## src/bdm_defines.svh

```systemverilog
// register offsets, field positions, reset values and counts of the block mover
`ifndef BDM_DEFINES_SVH
`define BDM_DEFINES_SVH

// register byte offsets
`define BDM_OFF_CMD       16'h1600
`define BDM_OFF_SRC       16'h1680
`define BDM_OFF_DST       16'h16c0
`define BDM_OFF_RANGE0    16'h1e00
`define BDM_OFF_RANGE1    16'h1e40

// command register fields
`define BDM_CMD_DONE      31
`define BDM_CMD_BUSY      30
`define BDM_CMD_INIT      16
`define BDM_CMD_INTLV     14
`define BDM_CMD_F4        13
`define BDM_CMD_F3        12
`define BDM_CMD_VALID     11
`define BDM_CMD_OP_HI     9
`define BDM_CMD_OP_LO     8
`define BDM_CMD_SIZE_HI   4

// range register fields
`define BDM_RNG_VALID     31
`define BDM_RNG_BASE_HI   26
`define BDM_RNG_BASE_LO   8
`define BDM_RNG_ILV       4
`define BDM_RNG_EXT_HI    3

// reset values
`define BDM_RESET_WORD    32'h0000_0000

// block of 64 bytes; per size bit 8, 16, 32, 64 or 128 blocks
`define BDM_BLK_SHIFT     6
`define BDM_BLKS_BASE     8'h08

// bus answers
`define BDM_RESP_OKAY     2'h0
`define BDM_RESP_SLVERR   2'h2

`endif

```

## src/bdm_pkg.sv

```systemverilog
// types shared by the block mover
package bdm_pkg;

  typedef enum logic [1:0] {
    BDM_OP_ZERO,
    BDM_OP_SHARE,
    BDM_OP_COPY,
    BDM_OP_SELF
  } bdm_op_t;

  typedef enum logic {
    BDM_SB_READ_SHARED,
    BDM_SB_WRITE
  } bdm_sbcmd_t;

  typedef enum logic [1:0] {
    BDM_ST_IDLE,
    BDM_ST_ISSUE,
    BDM_ST_WAIT
  } bdm_state_t;

  typedef struct packed {
    logic    intlv;
    logic    force4;
    logic    force3;
    bdm_op_t op;
    logic [4:0] size;
  } bdm_ctl_t;

  typedef struct packed {
    logic        valid;
    logic [18:0] base;
    logic        ilv;
    logic [3:0]  extent;
  } bdm_range_t;

  typedef struct packed {
    bdm_sbcmd_t  cmd;
    logic [39:0] addr;
  } bdm_sbreq_t;

endpackage

```

## src/bdm_mover.sv

```systemverilog
// block data mover: register slave on axi4-lite and system bus sequencer
//
// The AXI4-Lite interface to the registers was chosen for this implementation.
`include "bdm_defines.svh"

// Functional notes
// - done sets at finish, initiator one clears
// - while done, only initiator writes command
// - done reads zero for non-initiator
// - busy sets on valid write, clears at finish
// - busy reads zero for non-initiator
// - initiator bit: one second cpu, zero first
// - interleave bit steers address bit three/four
// - force bits drive address bits four, three
// - command valid bit starts, clears on read
// - opcode zero writes zeros from source
// - opcode one reads source blocks shared
// - opcode two copies source to destination
// - opcode three rewrites source onto itself
// - exactly one one-hot size bit selects length
// - addresses hold bits 38:9, 512-byte aligned
// - range used only while its valid set
// - range base bits 38:20, extent aligned
// - range interleave splits on address bit six
// - extent code gives power-of-two region size
module bdm_mover #(
  parameter int DATA_W = 512
) (
  input  wire logic                REF_CLK,
  input  wire logic                RST,
  input  wire logic                AWVALID,
  output logic                     AWREADY,
  input  wire logic [15:0]         AWADDR,
  input  wire logic                AWCPU,
  input  wire logic                WVALID,
  output logic                     WREADY,
  input  wire logic [31:0]         WDATA,
  input  wire logic [3:0]          WSTRB,
  output logic                     BVALID,
  input  wire logic                BREADY,
  output logic [1:0]               BRESP,
  input  wire logic                ARVALID,
  output logic                     ARREADY,
  input  wire logic [15:0]         ARADDR,
  input  wire logic                ARCPU,
  output logic                     RVALID,
  input  wire logic                RREADY,
  output logic [31:0]              RDATA,
  output logic [1:0]               RRESP,
  output logic                     SB_VALID,
  output bdm_pkg::bdm_sbreq_t      SB_INFO,
  output logic [DATA_W-1:0]        SB_WDATA,
  input  wire logic                SB_ACK,
  input  wire logic [DATA_W-1:0]   SB_RDATA
);

  // write channel holding registers
  logic                  aw_held_ff;
  logic [15:0]           aw_addr_ff;
  logic                  aw_cpu_ff;
  logic                  w_held_ff;
  logic [31:0]           w_data_ff;
  logic [3:0]            w_strb_ff;
  logic                  aw_take;
  logic                  w_take;
  logic                  wr_fire;
  logic                  rd_fire;
  logic                  nxt_aw_held;
  logic                  nxt_w_held;
  logic                  nxt_rvalid;

  // register state
  bdm_pkg::bdm_ctl_t     ctl_ff;
  logic                  done_ff;
  logic                  busy_ff;
  logic                  init_ff;
  logic                  valid_ff;
  logic [29:0]           src_ff;
  logic [29:0]           dst_ff;
  bdm_pkg::bdm_range_t   rng_ff [2];

  // mover state
  bdm_pkg::bdm_state_t   state_ff;
  bdm_pkg::bdm_ctl_t     run_ff;
  logic [39:0]           run_src_ff;
  logic [39:0]           run_dst_ff;
  logic [7:0]            off_ff;
  logic [7:0]            last_ff;
  logic                  phase_wr_ff;
  logic [DATA_W-1:0]     buf_ff;

  // decoded and combinational terms
  logic [15:0]           wa;
  logic [15:0]           ra;
  logic                  wsel_cmd;
  logic                  wsel_src;
  logic                  wsel_dst;
  logic [1:0]            wsel_rng;
  logic                  rsel_cmd;
  logic [31:0]           cmd_view;
  logic [31:0]           wd_cmd;
  logic                  wr_cmd;
  logic                  cmd_write_ok;
  logic                  start;
  logic                  size_ok;
  logic [7:0]            blocks;
  logic                  finish;
  logic                  beat_done;
  logic [39:0]           cur_base;
  logic [39:0]           cur_addr;
  logic [1:0]            hit;
  logic                  bit4;
  logic                  bit3;
  logic [31:0]           rd_word;
  logic                  rd_ok;
  logic                  own;
  logic [31:0]           wd_src;
  logic [31:0]           wd_dst;
  logic [31:0]           wd_rng [2];

  // byte-lane merge of a write into the present word
  function automatic logic [31:0] merge(input logic [31:0] old,
                                        input logic [31:0] nw,
                                        input logic [3:0]  strb);
    logic [31:0] res;
    res = old;
    for (int i = 0; i < 4; i++) begin
      if (strb[i]) begin
        res[i*8 +: 8] = nw[i*8 +: 8];
      end
    end
    return res;
  endfunction

  function automatic logic [31:0] rng_word(input bdm_pkg::bdm_range_t r);
    return {r.valid, 4'h0, r.base, 3'h0, r.ilv, r.extent};
  endfunction

  // region match: base compare above the extent, interleave on bit six
  function automatic logic rng_hit(input bdm_pkg::bdm_range_t r,
                                   input logic [39:0] a,
                                   input logic odd);
    logic [18:0] mask;
    mask = ~((19'h00001 << r.extent) - 19'h00001);
    return r.valid && !a[39]
           && (((a[38:20] ^ r.base) & mask) == 19'h00000)
           && (!r.ilv || (a[6] == odd));
  endfunction

  // handshakes: address and data are taken in either order
  assign aw_take     = AWVALID & AWREADY;
  assign w_take      = WVALID & WREADY;
  assign wr_fire     = aw_held_ff & w_held_ff & ~BVALID;
  assign rd_fire     = ARVALID & ARREADY;
  assign nxt_aw_held = aw_take | (aw_held_ff & ~wr_fire);
  assign nxt_w_held  = w_take | (w_held_ff & ~wr_fire);
  assign nxt_rvalid  = rd_fire | (RVALID & ~RREADY);

  // address decode on word-aligned offsets
  assign wa       = {aw_addr_ff[15:2], 2'b00};
  assign ra       = {ARADDR[15:2], 2'b00};
  assign wsel_cmd = (wa == `BDM_OFF_CMD);
  assign wsel_src = (wa == `BDM_OFF_SRC);
  assign wsel_dst = (wa == `BDM_OFF_DST);
  assign wsel_rng = {wa == `BDM_OFF_RANGE1, wa == `BDM_OFF_RANGE0};
  assign rsel_cmd = (ra == `BDM_OFF_CMD);

  // stored command view, used for byte-lane merging of writes
  assign cmd_view = {done_ff, busy_ff, 13'h0000, init_ff, 1'b0,
                     ctl_ff.intlv, ctl_ff.force4, ctl_ff.force3, valid_ff,
                     1'b0, ctl_ff.op, 3'h0, ctl_ff.size};
  assign wd_cmd   = merge(cmd_view, w_data_ff, w_strb_ff);
  assign wr_cmd   = wr_fire & wsel_cmd;

  // merged words for the address and range registers
  assign wd_src    = merge({2'b00, src_ff}, w_data_ff, w_strb_ff);
  assign wd_dst    = merge({2'b00, dst_ff}, w_data_ff, w_strb_ff);
  assign wd_rng[0] = merge(rng_word(rng_ff[0]), w_data_ff, w_strb_ff);
  assign wd_rng[1] = merge(rng_word(rng_ff[1]), w_data_ff, w_strb_ff);

  // a busy mover or a foreign cpu during done leaves the command alone
  assign cmd_write_ok = wr_cmd & ~busy_ff
                        & ~(done_ff & (aw_cpu_ff != init_ff));
  assign start        = cmd_write_ok & wd_cmd[`BDM_CMD_VALID];

  // length from the one-hot size field; anything else moves nothing
  always_comb begin
    size_ok = 1'b0;
    blocks  = 8'h00;
    unique case (wd_cmd[`BDM_CMD_SIZE_HI:0])
      5'h01: begin size_ok = 1'b1; blocks = `BDM_BLKS_BASE; end
      5'h02: begin size_ok = 1'b1; blocks = `BDM_BLKS_BASE << 1; end
      5'h04: begin size_ok = 1'b1; blocks = `BDM_BLKS_BASE << 2; end
      5'h08: begin size_ok = 1'b1; blocks = `BDM_BLKS_BASE << 3; end
      5'h10: begin size_ok = 1'b1; blocks = `BDM_BLKS_BASE << 4; end
      default: begin size_ok = 1'b0; blocks = 8'h00; end
    endcase
  end

  assign beat_done = (state_ff == bdm_pkg::BDM_ST_WAIT) & SB_ACK;
  assign finish    = (beat_done & (off_ff == last_ff)
                      & (phase_wr_ff | run_ff.op == bdm_pkg::BDM_OP_SHARE))
                     | (start & ~size_ok);

  // address of the current beat; copy writes go to the destination
  assign cur_base = (phase_wr_ff && run_ff.op == bdm_pkg::BDM_OP_COPY)
                    ? run_dst_ff : run_src_ff;
  assign cur_addr = cur_base + {26'h0000000, off_ff, 6'h00};

  // channel steering of address bits four and three
  always_comb begin
    hit[0] = rng_hit(rng_ff[0], cur_addr, 1'b0);
    hit[1] = rng_hit(rng_ff[1], cur_addr, 1'b1);
    if (run_ff.force4 | run_ff.force3) begin
      bit4 = run_ff.force4;
      bit3 = run_ff.force3;
    end else begin
      bit3 = (run_ff.intlv & cur_addr[6]) | hit[0];
      bit4 = (~run_ff.intlv & ~cur_addr[6]) | hit[1];
    end
  end

  // write address channel; ready drops while an address is held
  always_ff @(posedge REF_CLK) begin
    if (RST) begin
      aw_held_ff <= 1'b0;
      aw_addr_ff <= 16'h0000;
      aw_cpu_ff  <= 1'b0;
      AWREADY    <= 1'b0;
    end else begin
      aw_held_ff <= nxt_aw_held;
      AWREADY    <= ~nxt_aw_held;
      if (aw_take) begin
        aw_addr_ff <= AWADDR;
        aw_cpu_ff  <= AWCPU;
      end
    end
  end

  // write data channel
  always_ff @(posedge REF_CLK) begin
    if (RST) begin
      w_held_ff <= 1'b0;
      w_data_ff <= `BDM_RESET_WORD;
      w_strb_ff <= 4'h0;
      WREADY    <= 1'b0;
    end else begin
      w_held_ff <= nxt_w_held;
      WREADY    <= ~nxt_w_held;
      if (w_take) begin
        w_data_ff <= WDATA;
        w_strb_ff <= WSTRB;
      end
    end
  end

  // write response; unmapped offsets answer slverr
  always_ff @(posedge REF_CLK) begin
    if (RST) begin
      BVALID <= 1'b0;
      BRESP  <= `BDM_RESP_OKAY;
    end else if (wr_fire) begin
      BVALID <= 1'b1;
      BRESP  <= (wsel_cmd | wsel_src | wsel_dst | (|wsel_rng))
                ? `BDM_RESP_OKAY : `BDM_RESP_SLVERR;
    end else if (BREADY) begin
      BVALID <= 1'b0;
    end
  end

  // read view; flags of a foreign cpu read as zero
  always_comb begin
    own     = (ARCPU == init_ff);
    rd_ok   = 1'b1;
    rd_word = `BDM_RESET_WORD;
    if (ra == `BDM_OFF_CMD) begin
      rd_word = cmd_view;
      rd_word[`BDM_CMD_DONE] = done_ff & own;
      rd_word[`BDM_CMD_BUSY] = busy_ff & own;
    end else if (ra == `BDM_OFF_RANGE0) begin
      rd_word = rng_word(rng_ff[0]);
    end else if (ra == `BDM_OFF_RANGE1) begin
      rd_word = rng_word(rng_ff[1]);
    end else if (ra != `BDM_OFF_SRC && ra != `BDM_OFF_DST) begin
      rd_ok = 1'b0;                     // address registers are write-only
    end
  end

  // read channel: one read at a time, answer one cycle after the take
  always_ff @(posedge REF_CLK) begin
    if (RST) begin
      ARREADY <= 1'b0;
      RVALID  <= 1'b0;
      RDATA   <= `BDM_RESET_WORD;
      RRESP   <= `BDM_RESP_OKAY;
    end else begin
      ARREADY <= ~nxt_rvalid;
      RVALID  <= nxt_rvalid;
      if (rd_fire) begin
        RDATA <= rd_word;
        RRESP <= rd_ok ? `BDM_RESP_OKAY : `BDM_RESP_SLVERR;
      end
    end
  end

  // command fields and the initiator record
  always_ff @(posedge REF_CLK) begin
    if (RST) begin
      ctl_ff  <= '0;
      init_ff <= 1'b0;
    end else if (cmd_write_ok) begin
      ctl_ff.intlv  <= wd_cmd[`BDM_CMD_INTLV];
      ctl_ff.force4 <= wd_cmd[`BDM_CMD_F4];
      ctl_ff.force3 <= wd_cmd[`BDM_CMD_F3];
      ctl_ff.op     <= bdm_pkg::bdm_op_t'(wd_cmd[`BDM_CMD_OP_HI:`BDM_CMD_OP_LO]);
      ctl_ff.size   <= wd_cmd[`BDM_CMD_SIZE_HI:0];
      if (start) begin
        init_ff <= aw_cpu_ff;
      end
    end
  end

  // valid bit: a read of the command clears it, a start sets it
  always_ff @(posedge REF_CLK) begin
    if (RST) begin
      valid_ff <= 1'b0;
    end else if (start) begin
      valid_ff <= 1'b1;
    end else if (rd_fire & rsel_cmd) begin
      valid_ff <= 1'b0;
    end
  end

  // done: set at finish wins over the initiator's one-to-clear
  always_ff @(posedge REF_CLK) begin
    if (RST) begin
      done_ff <= 1'b0;
    end else if (finish) begin
      done_ff <= 1'b1;
    end else if (wr_cmd & (aw_cpu_ff == init_ff) & w_strb_ff[3]
                 & w_data_ff[`BDM_CMD_DONE]) begin
      done_ff <= 1'b0;
    end
  end

  // busy: set by a valid command, cleared by its completion
  always_ff @(posedge REF_CLK) begin
    if (RST) begin
      busy_ff <= 1'b0;
    end else if (finish) begin
      busy_ff <= 1'b0;
    end else if (start) begin
      busy_ff <= 1'b1;
    end
  end

  // address registers; reserved top bits are dropped
  always_ff @(posedge REF_CLK) begin
    if (RST) begin
      src_ff <= 30'h00000000;
      dst_ff <= 30'h00000000;
    end else if (wr_fire) begin
      if (wsel_src) begin
        src_ff <= wd_src[29:0];
      end
      if (wsel_dst) begin
        dst_ff <= wd_dst[29:0];
      end
    end
  end

  // range registers; reserved fields read back as zero
  always_ff @(posedge REF_CLK) begin
    if (RST) begin
      rng_ff[0] <= '0;
      rng_ff[1] <= '0;
    end else if (wr_fire) begin
      for (int i = 0; i < 2; i++) begin
        if (wsel_rng[i]) begin
          rng_ff[i] <= bdm_pkg::bdm_range_t'({
            wd_rng[i][31], wd_rng[i][26:8], wd_rng[i][4:0]});
        end
      end
    end
  end

  // sequencer: one block per beat, read then write where the op needs it
  always_ff @(posedge REF_CLK) begin
    if (RST) begin
      state_ff    <= bdm_pkg::BDM_ST_IDLE;
      run_ff      <= '0;
      run_src_ff  <= 40'h0000000000;
      run_dst_ff  <= 40'h0000000000;
      off_ff      <= 8'h00;
      last_ff     <= 8'h00;
      phase_wr_ff <= 1'b0;
    end else begin
      unique case (state_ff)
        bdm_pkg::BDM_ST_IDLE: begin
          if (start & size_ok) begin
            run_ff.intlv  <= wd_cmd[`BDM_CMD_INTLV];
            run_ff.force4 <= wd_cmd[`BDM_CMD_F4];
            run_ff.force3 <= wd_cmd[`BDM_CMD_F3];
            run_ff.op     <= bdm_pkg::bdm_op_t'(
                               wd_cmd[`BDM_CMD_OP_HI:`BDM_CMD_OP_LO]);
            run_ff.size   <= wd_cmd[`BDM_CMD_SIZE_HI:0];
            run_src_ff    <= {1'b0, src_ff, 9'h000};
            run_dst_ff    <= {1'b0, dst_ff, 9'h000};
            off_ff        <= 8'h00;
            last_ff       <= blocks - 8'h01;
            // zero fill starts with a write, the others with a read
            phase_wr_ff   <= (wd_cmd[`BDM_CMD_OP_HI:`BDM_CMD_OP_LO] ==
                              2'h0);
            state_ff      <= bdm_pkg::BDM_ST_ISSUE;
          end
        end
        bdm_pkg::BDM_ST_ISSUE: begin
          state_ff <= bdm_pkg::BDM_ST_WAIT;
        end
        bdm_pkg::BDM_ST_WAIT: begin
          if (SB_ACK) begin
            if (!phase_wr_ff && run_ff.op != bdm_pkg::BDM_OP_SHARE) begin
              phase_wr_ff <= 1'b1;
              state_ff    <= bdm_pkg::BDM_ST_ISSUE;
            end else if (off_ff == last_ff) begin
              state_ff    <= bdm_pkg::BDM_ST_IDLE;
            end else begin
              off_ff      <= off_ff + 8'h01;
              phase_wr_ff <= (run_ff.op == bdm_pkg::BDM_OP_ZERO);
              state_ff    <= bdm_pkg::BDM_ST_ISSUE;
            end
          end
        end
      endcase
    end
  end

  // read data kept for the following write of a copy
  always_ff @(posedge REF_CLK) begin
    if (RST) begin
      buf_ff <= '0;
    end else if (beat_done & ~phase_wr_ff) begin
      buf_ff <= SB_RDATA;
    end
  end

  // system bus request stands from issue until acknowledged
  always_ff @(posedge REF_CLK) begin
    if (RST) begin
      SB_VALID <= 1'b0;
      SB_INFO  <= '0;
      SB_WDATA <= '0;
    end else if (state_ff == bdm_pkg::BDM_ST_ISSUE) begin
      SB_VALID     <= 1'b1;
      SB_INFO.cmd  <= phase_wr_ff ? bdm_pkg::BDM_SB_WRITE
                                  : bdm_pkg::BDM_SB_READ_SHARED;
      SB_INFO.addr <= {cur_addr[39:5], bit4, bit3, cur_addr[2:0]};
      // zero fill sends zeros, the copies send what was read
      SB_WDATA     <= (run_ff.op == bdm_pkg::BDM_OP_ZERO)
                      ? '0 : buf_ff;
    end else if (SB_ACK) begin
      SB_VALID <= 1'b0;
    end
  end

endmodule

```

## config.mk

```make
export PLATFORM = sky130hd
export DESIGN_NAME = bdm_mover
export DESIGN_NICKNAME = d
export VERILOG_FILES = /design/src/bdm_pkg.sv /design/src/bdm_mover.sv
export VERILOG_INCLUDE_DIRS = /design/src
export SDC_FILE = /design/constraint.sdc
export NUM_CORES = 2
export LEC_CHECK = 0
export BUFFER_PORTS_ARGS = -buffer_cell sky130_fd_sc_hd__buf_4
export CORE_AREA = 2 2 464 466
export DETAILED_ROUTE_END_ITERATION = 10
export DIE_AREA = 0 0 466 468
export GPL_TIMING_DRIVEN = 0
export PLACE_DENSITY_LB_ADDON = 0.08
export SETUP_SLACK_MARGIN = 0.15
export SLEW_MARGIN = 20
export SYNTH_ARGS = -nofsm -noshare
export SYNTH_HDL_FRONTEND = slang
export SYNTH_SLANG_ARGS = --single-unit
```

## constraint.sdc

```tcl
create_clock -name REF_CLK -period 4.2 [get_ports REF_CLK]
set_input_delay 0.21 -clock REF_CLK [delete_from_list [all_inputs] [get_ports REF_CLK]]
set_output_delay 0.21 -clock REF_CLK [all_outputs]
set_load 0.005 [all_outputs]
```

==> flow_summary_export.csv <==
group,metric,value,unit
grt,grt_antenna_before_repair,56,
route,drt_wl_total,242000,µm
logic_synthesis,synth_top_family_by_area,"compound AO/OA/AOI/OAI gates",
finish,nets,7672,
route,initialDrtViolationCount,2498,
clock_tree,cts_buffer_depth,3,
worst_setup_path,worst-endpoint-required,4910,ps
worst_setup_path,worstPathMaxFanout,6,
finish,finish.instance_area,0.0723,mm²
grt,grt_overflow_total,0,
logic_synthesis,syn_area_per_cell,9.32,µm²
logic_synthesis,ys_types,74,
worst_setup_path,timing.critical_path.from_type,"flop",
timing,fin_ws,143,ps
timing,grt_setup_unrepaired,"yes",
clock_tree,tritoncts_clock_tree,"done",
power,sequential_group_share_of_total_power,44.2,%
place,placedCellCount,9127,
timing,worst_clock_skew,26.9,ps
timing,finalSetupViolations,0,
clock_tree,num_cts_buffers,164,
floorplanning,core_area,0.213,mm²
route,avgRoutedWirePerCell,24.0,µm
grt,gr-usage-all-layers,21.3,%
timing,worst-slew-pin-transition,1180,ps
run_status,status,"finished clean",
power,p_leak,27.9,nW
timing,fmaxAchievable,246,MHz
timing,fin_crit_sh,96.6,%
floorplanning,fp.dieH,468,µm
place,dp_hpwl,186000,µm
logic_synthesis,synthDominantCellAreaShare,54.8,%
route,drtPass1Iterations,5,
timing,hold_viol,0,
logic_synthesis,synth_compound_gate_area_share,18.5,%
clock_tree,path_clk_slew,60,ps
logic_synthesis,yosysWarnings,0,
finish,drive_above_1_share,22.3,%
grt,grt_start_max_net_pins,17,
finish,layoutNonFillerInstCount,10090,
grt,wire_length_of_the_first_global_routing_pass,336000,µm
route,vias,44738,
power,comb_power_share,5.5,%
power,power.share.switching,23.1,%
timing,max_slew_headroom_at_the_worst_pin,21.2,%
floorplanning,num_rows,170,
power,internal-power,22.7,mW
route,vias_per_cell,4.43,
place,pre_cts_ws,-1290,ps
floorplanning,initial_core_util,22.3,%
logic_synthesis,synth_area,0.0476,mm²
logic_synthesis,share_of_synthesized_area_spent_on_multiplexers,2.83,%
place,gp_congestion,0.833,
worst_setup_path,crit_arrival,4770,ps
timing,timing.final.crit_period,4060,ps
power,power_density_normalized_to_cell_area,408,mW/mm²
worst_setup_path,cp_capture_type,"flop",
logic_synthesis,synth_async_sr_flop_share,0,%
place,dpl_cell_area,0.0601,mm²
clock_tree,clock_latency,820,ps
logic_synthesis,synthXorXnorAreaFrac,1.57,%
clock_tree,clk_root_buffer_cell,"clkbuf_16",
floorplanning,ioPinCount,1185,
logic_synthesis,synth-edff-count,50,
power,power_frac_clock,50.3,%
logic_synthesis,post-synth-top-area-cell,"dfxtp_1",
timing,drv_slew,0,
min_path,class_of_the_most_critical_hold_timing_path,"in -> reg",
logic_synthesis,top_flip_flop_cell_by_instance_count_after_synthesis,"dfxtp_1",
clock_tree,cts.htree.levels,4,
worst_setup_path,worstSetupPathType,"reg -> reg",
logic_synthesis,ys_seq_area_share,58.0,%
power,irDropWorstVdd,0.407,mV
logic_synthesis,yosys.area_share.adder,0.279,%
power,p_sw,6.81,mW
finish,syn_to_final_growth,51.9,%
place,buffer_ports.inserted,1165,
route,drt.antenna.violating_nets,0,
logic_synthesis,synth_seq_cells,1353,
finish,finalCoreUtilization,33.9,%
floorplanning,design.die.area,0.218,mm²
logic_synthesis,netlist_top_cells_area,"dfxtp_1, nand2_1, a22o_1",
logic_synthesis,post_synthesis_cells,5106,
grt,number_of_global_route_vias_before_repair,44522,
flow_run,max-cap-violations,0,
route,drc,0,
logic_synthesis,synth_simple_gate_area_share,15.4,%
floorplanning,die_width,466,µm
clock_tree,cts.sinks,1353,
[layout by cell type, fill, tap and decap left out, types with 7 or more instances in the layout]
cell / n
mux2_2: 29
bufinv_16: 12
clkbuf_1: 401
xor2_1: 35
a221oi_1: 17
clkbuf_8: 43
xnor2_2: 11
nand4_1: 25
inv_1: 14
buf_4: 1215
nand3b_1: 9
dlygate4sd3_1: 580
clkbuf_16: 168
xnor2_1: 27
and3_1: 14
edfxtp_1: 50
nor3b_1: 9
nor2_1: 165
nor3_1: 42
nand3_1: 45
o21ai_0: 18
conb_1: 12
nand2b_1: 7
diode_2: 44
mux2i_1: 99
a21oi_1: 709
a22o_1: 512
dfxtp_1: 1300
clkbuf_2: 16
nor2b_1: 12
nand2_1: 1387
clkinv_2: 20
and2_1: 27
[power groups by stage]
stage	clock [mW]	sequential (mW)	combinational, mW
2_1_floorplan	0	13.3	0.355
3_3_place_gp	0	13.3	1.12
3_5_place_dp	0	13.3	1.12
4_1_cts	15.2	13.0	1.64
5_1_grt	15.8	13.0	1.72
6_report	14.8	13.0	1.61
[cell type report]
cell class / count / area (µm²)
antenna: 44 / 110
buffer: 403 / 1680
clock buffer: 255 / 4950
clock inverter: 47 / 629
fill: 22405 / 141000
inverter: 15 / 56.3
multi-input combinational: 3346 / 18800
sequential: 1353 / 27600
tap: 2838 / 3550
timing repair buffer: 1789 / 14900
[Yosys cell counts (18+ instances only)]
cell,number
edfxtp_1,50
nor3_1,46
a21oi_1,710
and2_1,28
xnor2_1,37
nor2_1,168
a22o_1,512
dfxtp_1,1303
nand4_1,25
o21ai_0,18
clkbuf_1,375
nand3_1,45
mux2i_1,102
nand2_1,1389
mux2_2,29
xor2_1,41
[path summary, 6_finish.rpt]
kind / from / endpoint / slack, ps / depth (start not counted)
worst max-delay path: phase_wr_ff / SB_INFO[4] / 140 / 21
worst min-delay path: WVALID / w_data_ff[16] / 60 / 4
worst max register to register: phase_wr_ff / SB_INFO[4] / 140 / 21
worst min register to register: src_ff[22] / run_src_ff[31] / 450 / 2
[critical path, cell delays in order, from the launching register on]
cell and delay [ps]:
dfxtp_2 320, buf_6 100, and3b_2 190, buf_6 130, buf_12 100, buf_12 100
buf_12 90, buf_8 110, nand2_2 50, nand2_2 80, ha_4 130, inv_2 30
fa_2 360, nor2b_4 190, o31ai_4 90, a222oi_1 510, xnor2_2 230, xnor2_1 160
a211oi_1 80, a2111oi_2 380, nand4b_1 210, o31ai_2 300
[cells by family (layout without fill, tap and decap cells)]
group / after synthesis / count (layout)
buf+inv: 418 / 2509
mux: 131 / 131
other cells: 1 / 56
xor+xnor: 81 / 81
fa+ha+maj: 10 / 10
compound gates: 1322 / 1322
simple gates: 1790 / 1790
flops: 1353 / 1353
[sequential cells by signal, indices dropped and copies added (netlist names), 2 cells and up]
signal	count
off_ff	8
SB_WDATA	512
RDATA	26
w_strb_ff	4
run_dst_ff	30
buf_ff	512
state_ff	2
rng_ff	50
last_ff	6
src_ff	30
SB_INFO	37
w_data_ff	31
aw_addr_ff	14
run_ff	5
cmd_view	10
dst_ff	30
run_src_ff	30
[repair_timing]
action                                  CTS  global route
endpoints found under the hold margin   578             0
resized for setup                        63            19
pin swaps                                22            23
hold buffers                            580             0
endpoints found under the setup margin   28             2
buffers inserted                         28             9
[routing by layer]
metal	part of all wire, %	GRT usage, %
met3	5.8	4.79
met5	0.040	0
met4	2.7	6.18
met2	48	36.4
met1	43	26.6
[stage by stage]
step / hold slack [ps] / TNS, ps / total power, mW
after global placement: 441 / -587610 / 14.4
after floorplan: 346 / 0 / 13.6
after detailed placement: 444 / -10110 / 14.4
after CTS: 2.73 / 0 / 29.9
final: 56.4 / 0 / 29.5
after global routing: 53.6 / -0.743 / 30.5
(Power assumes the default switching activity.)
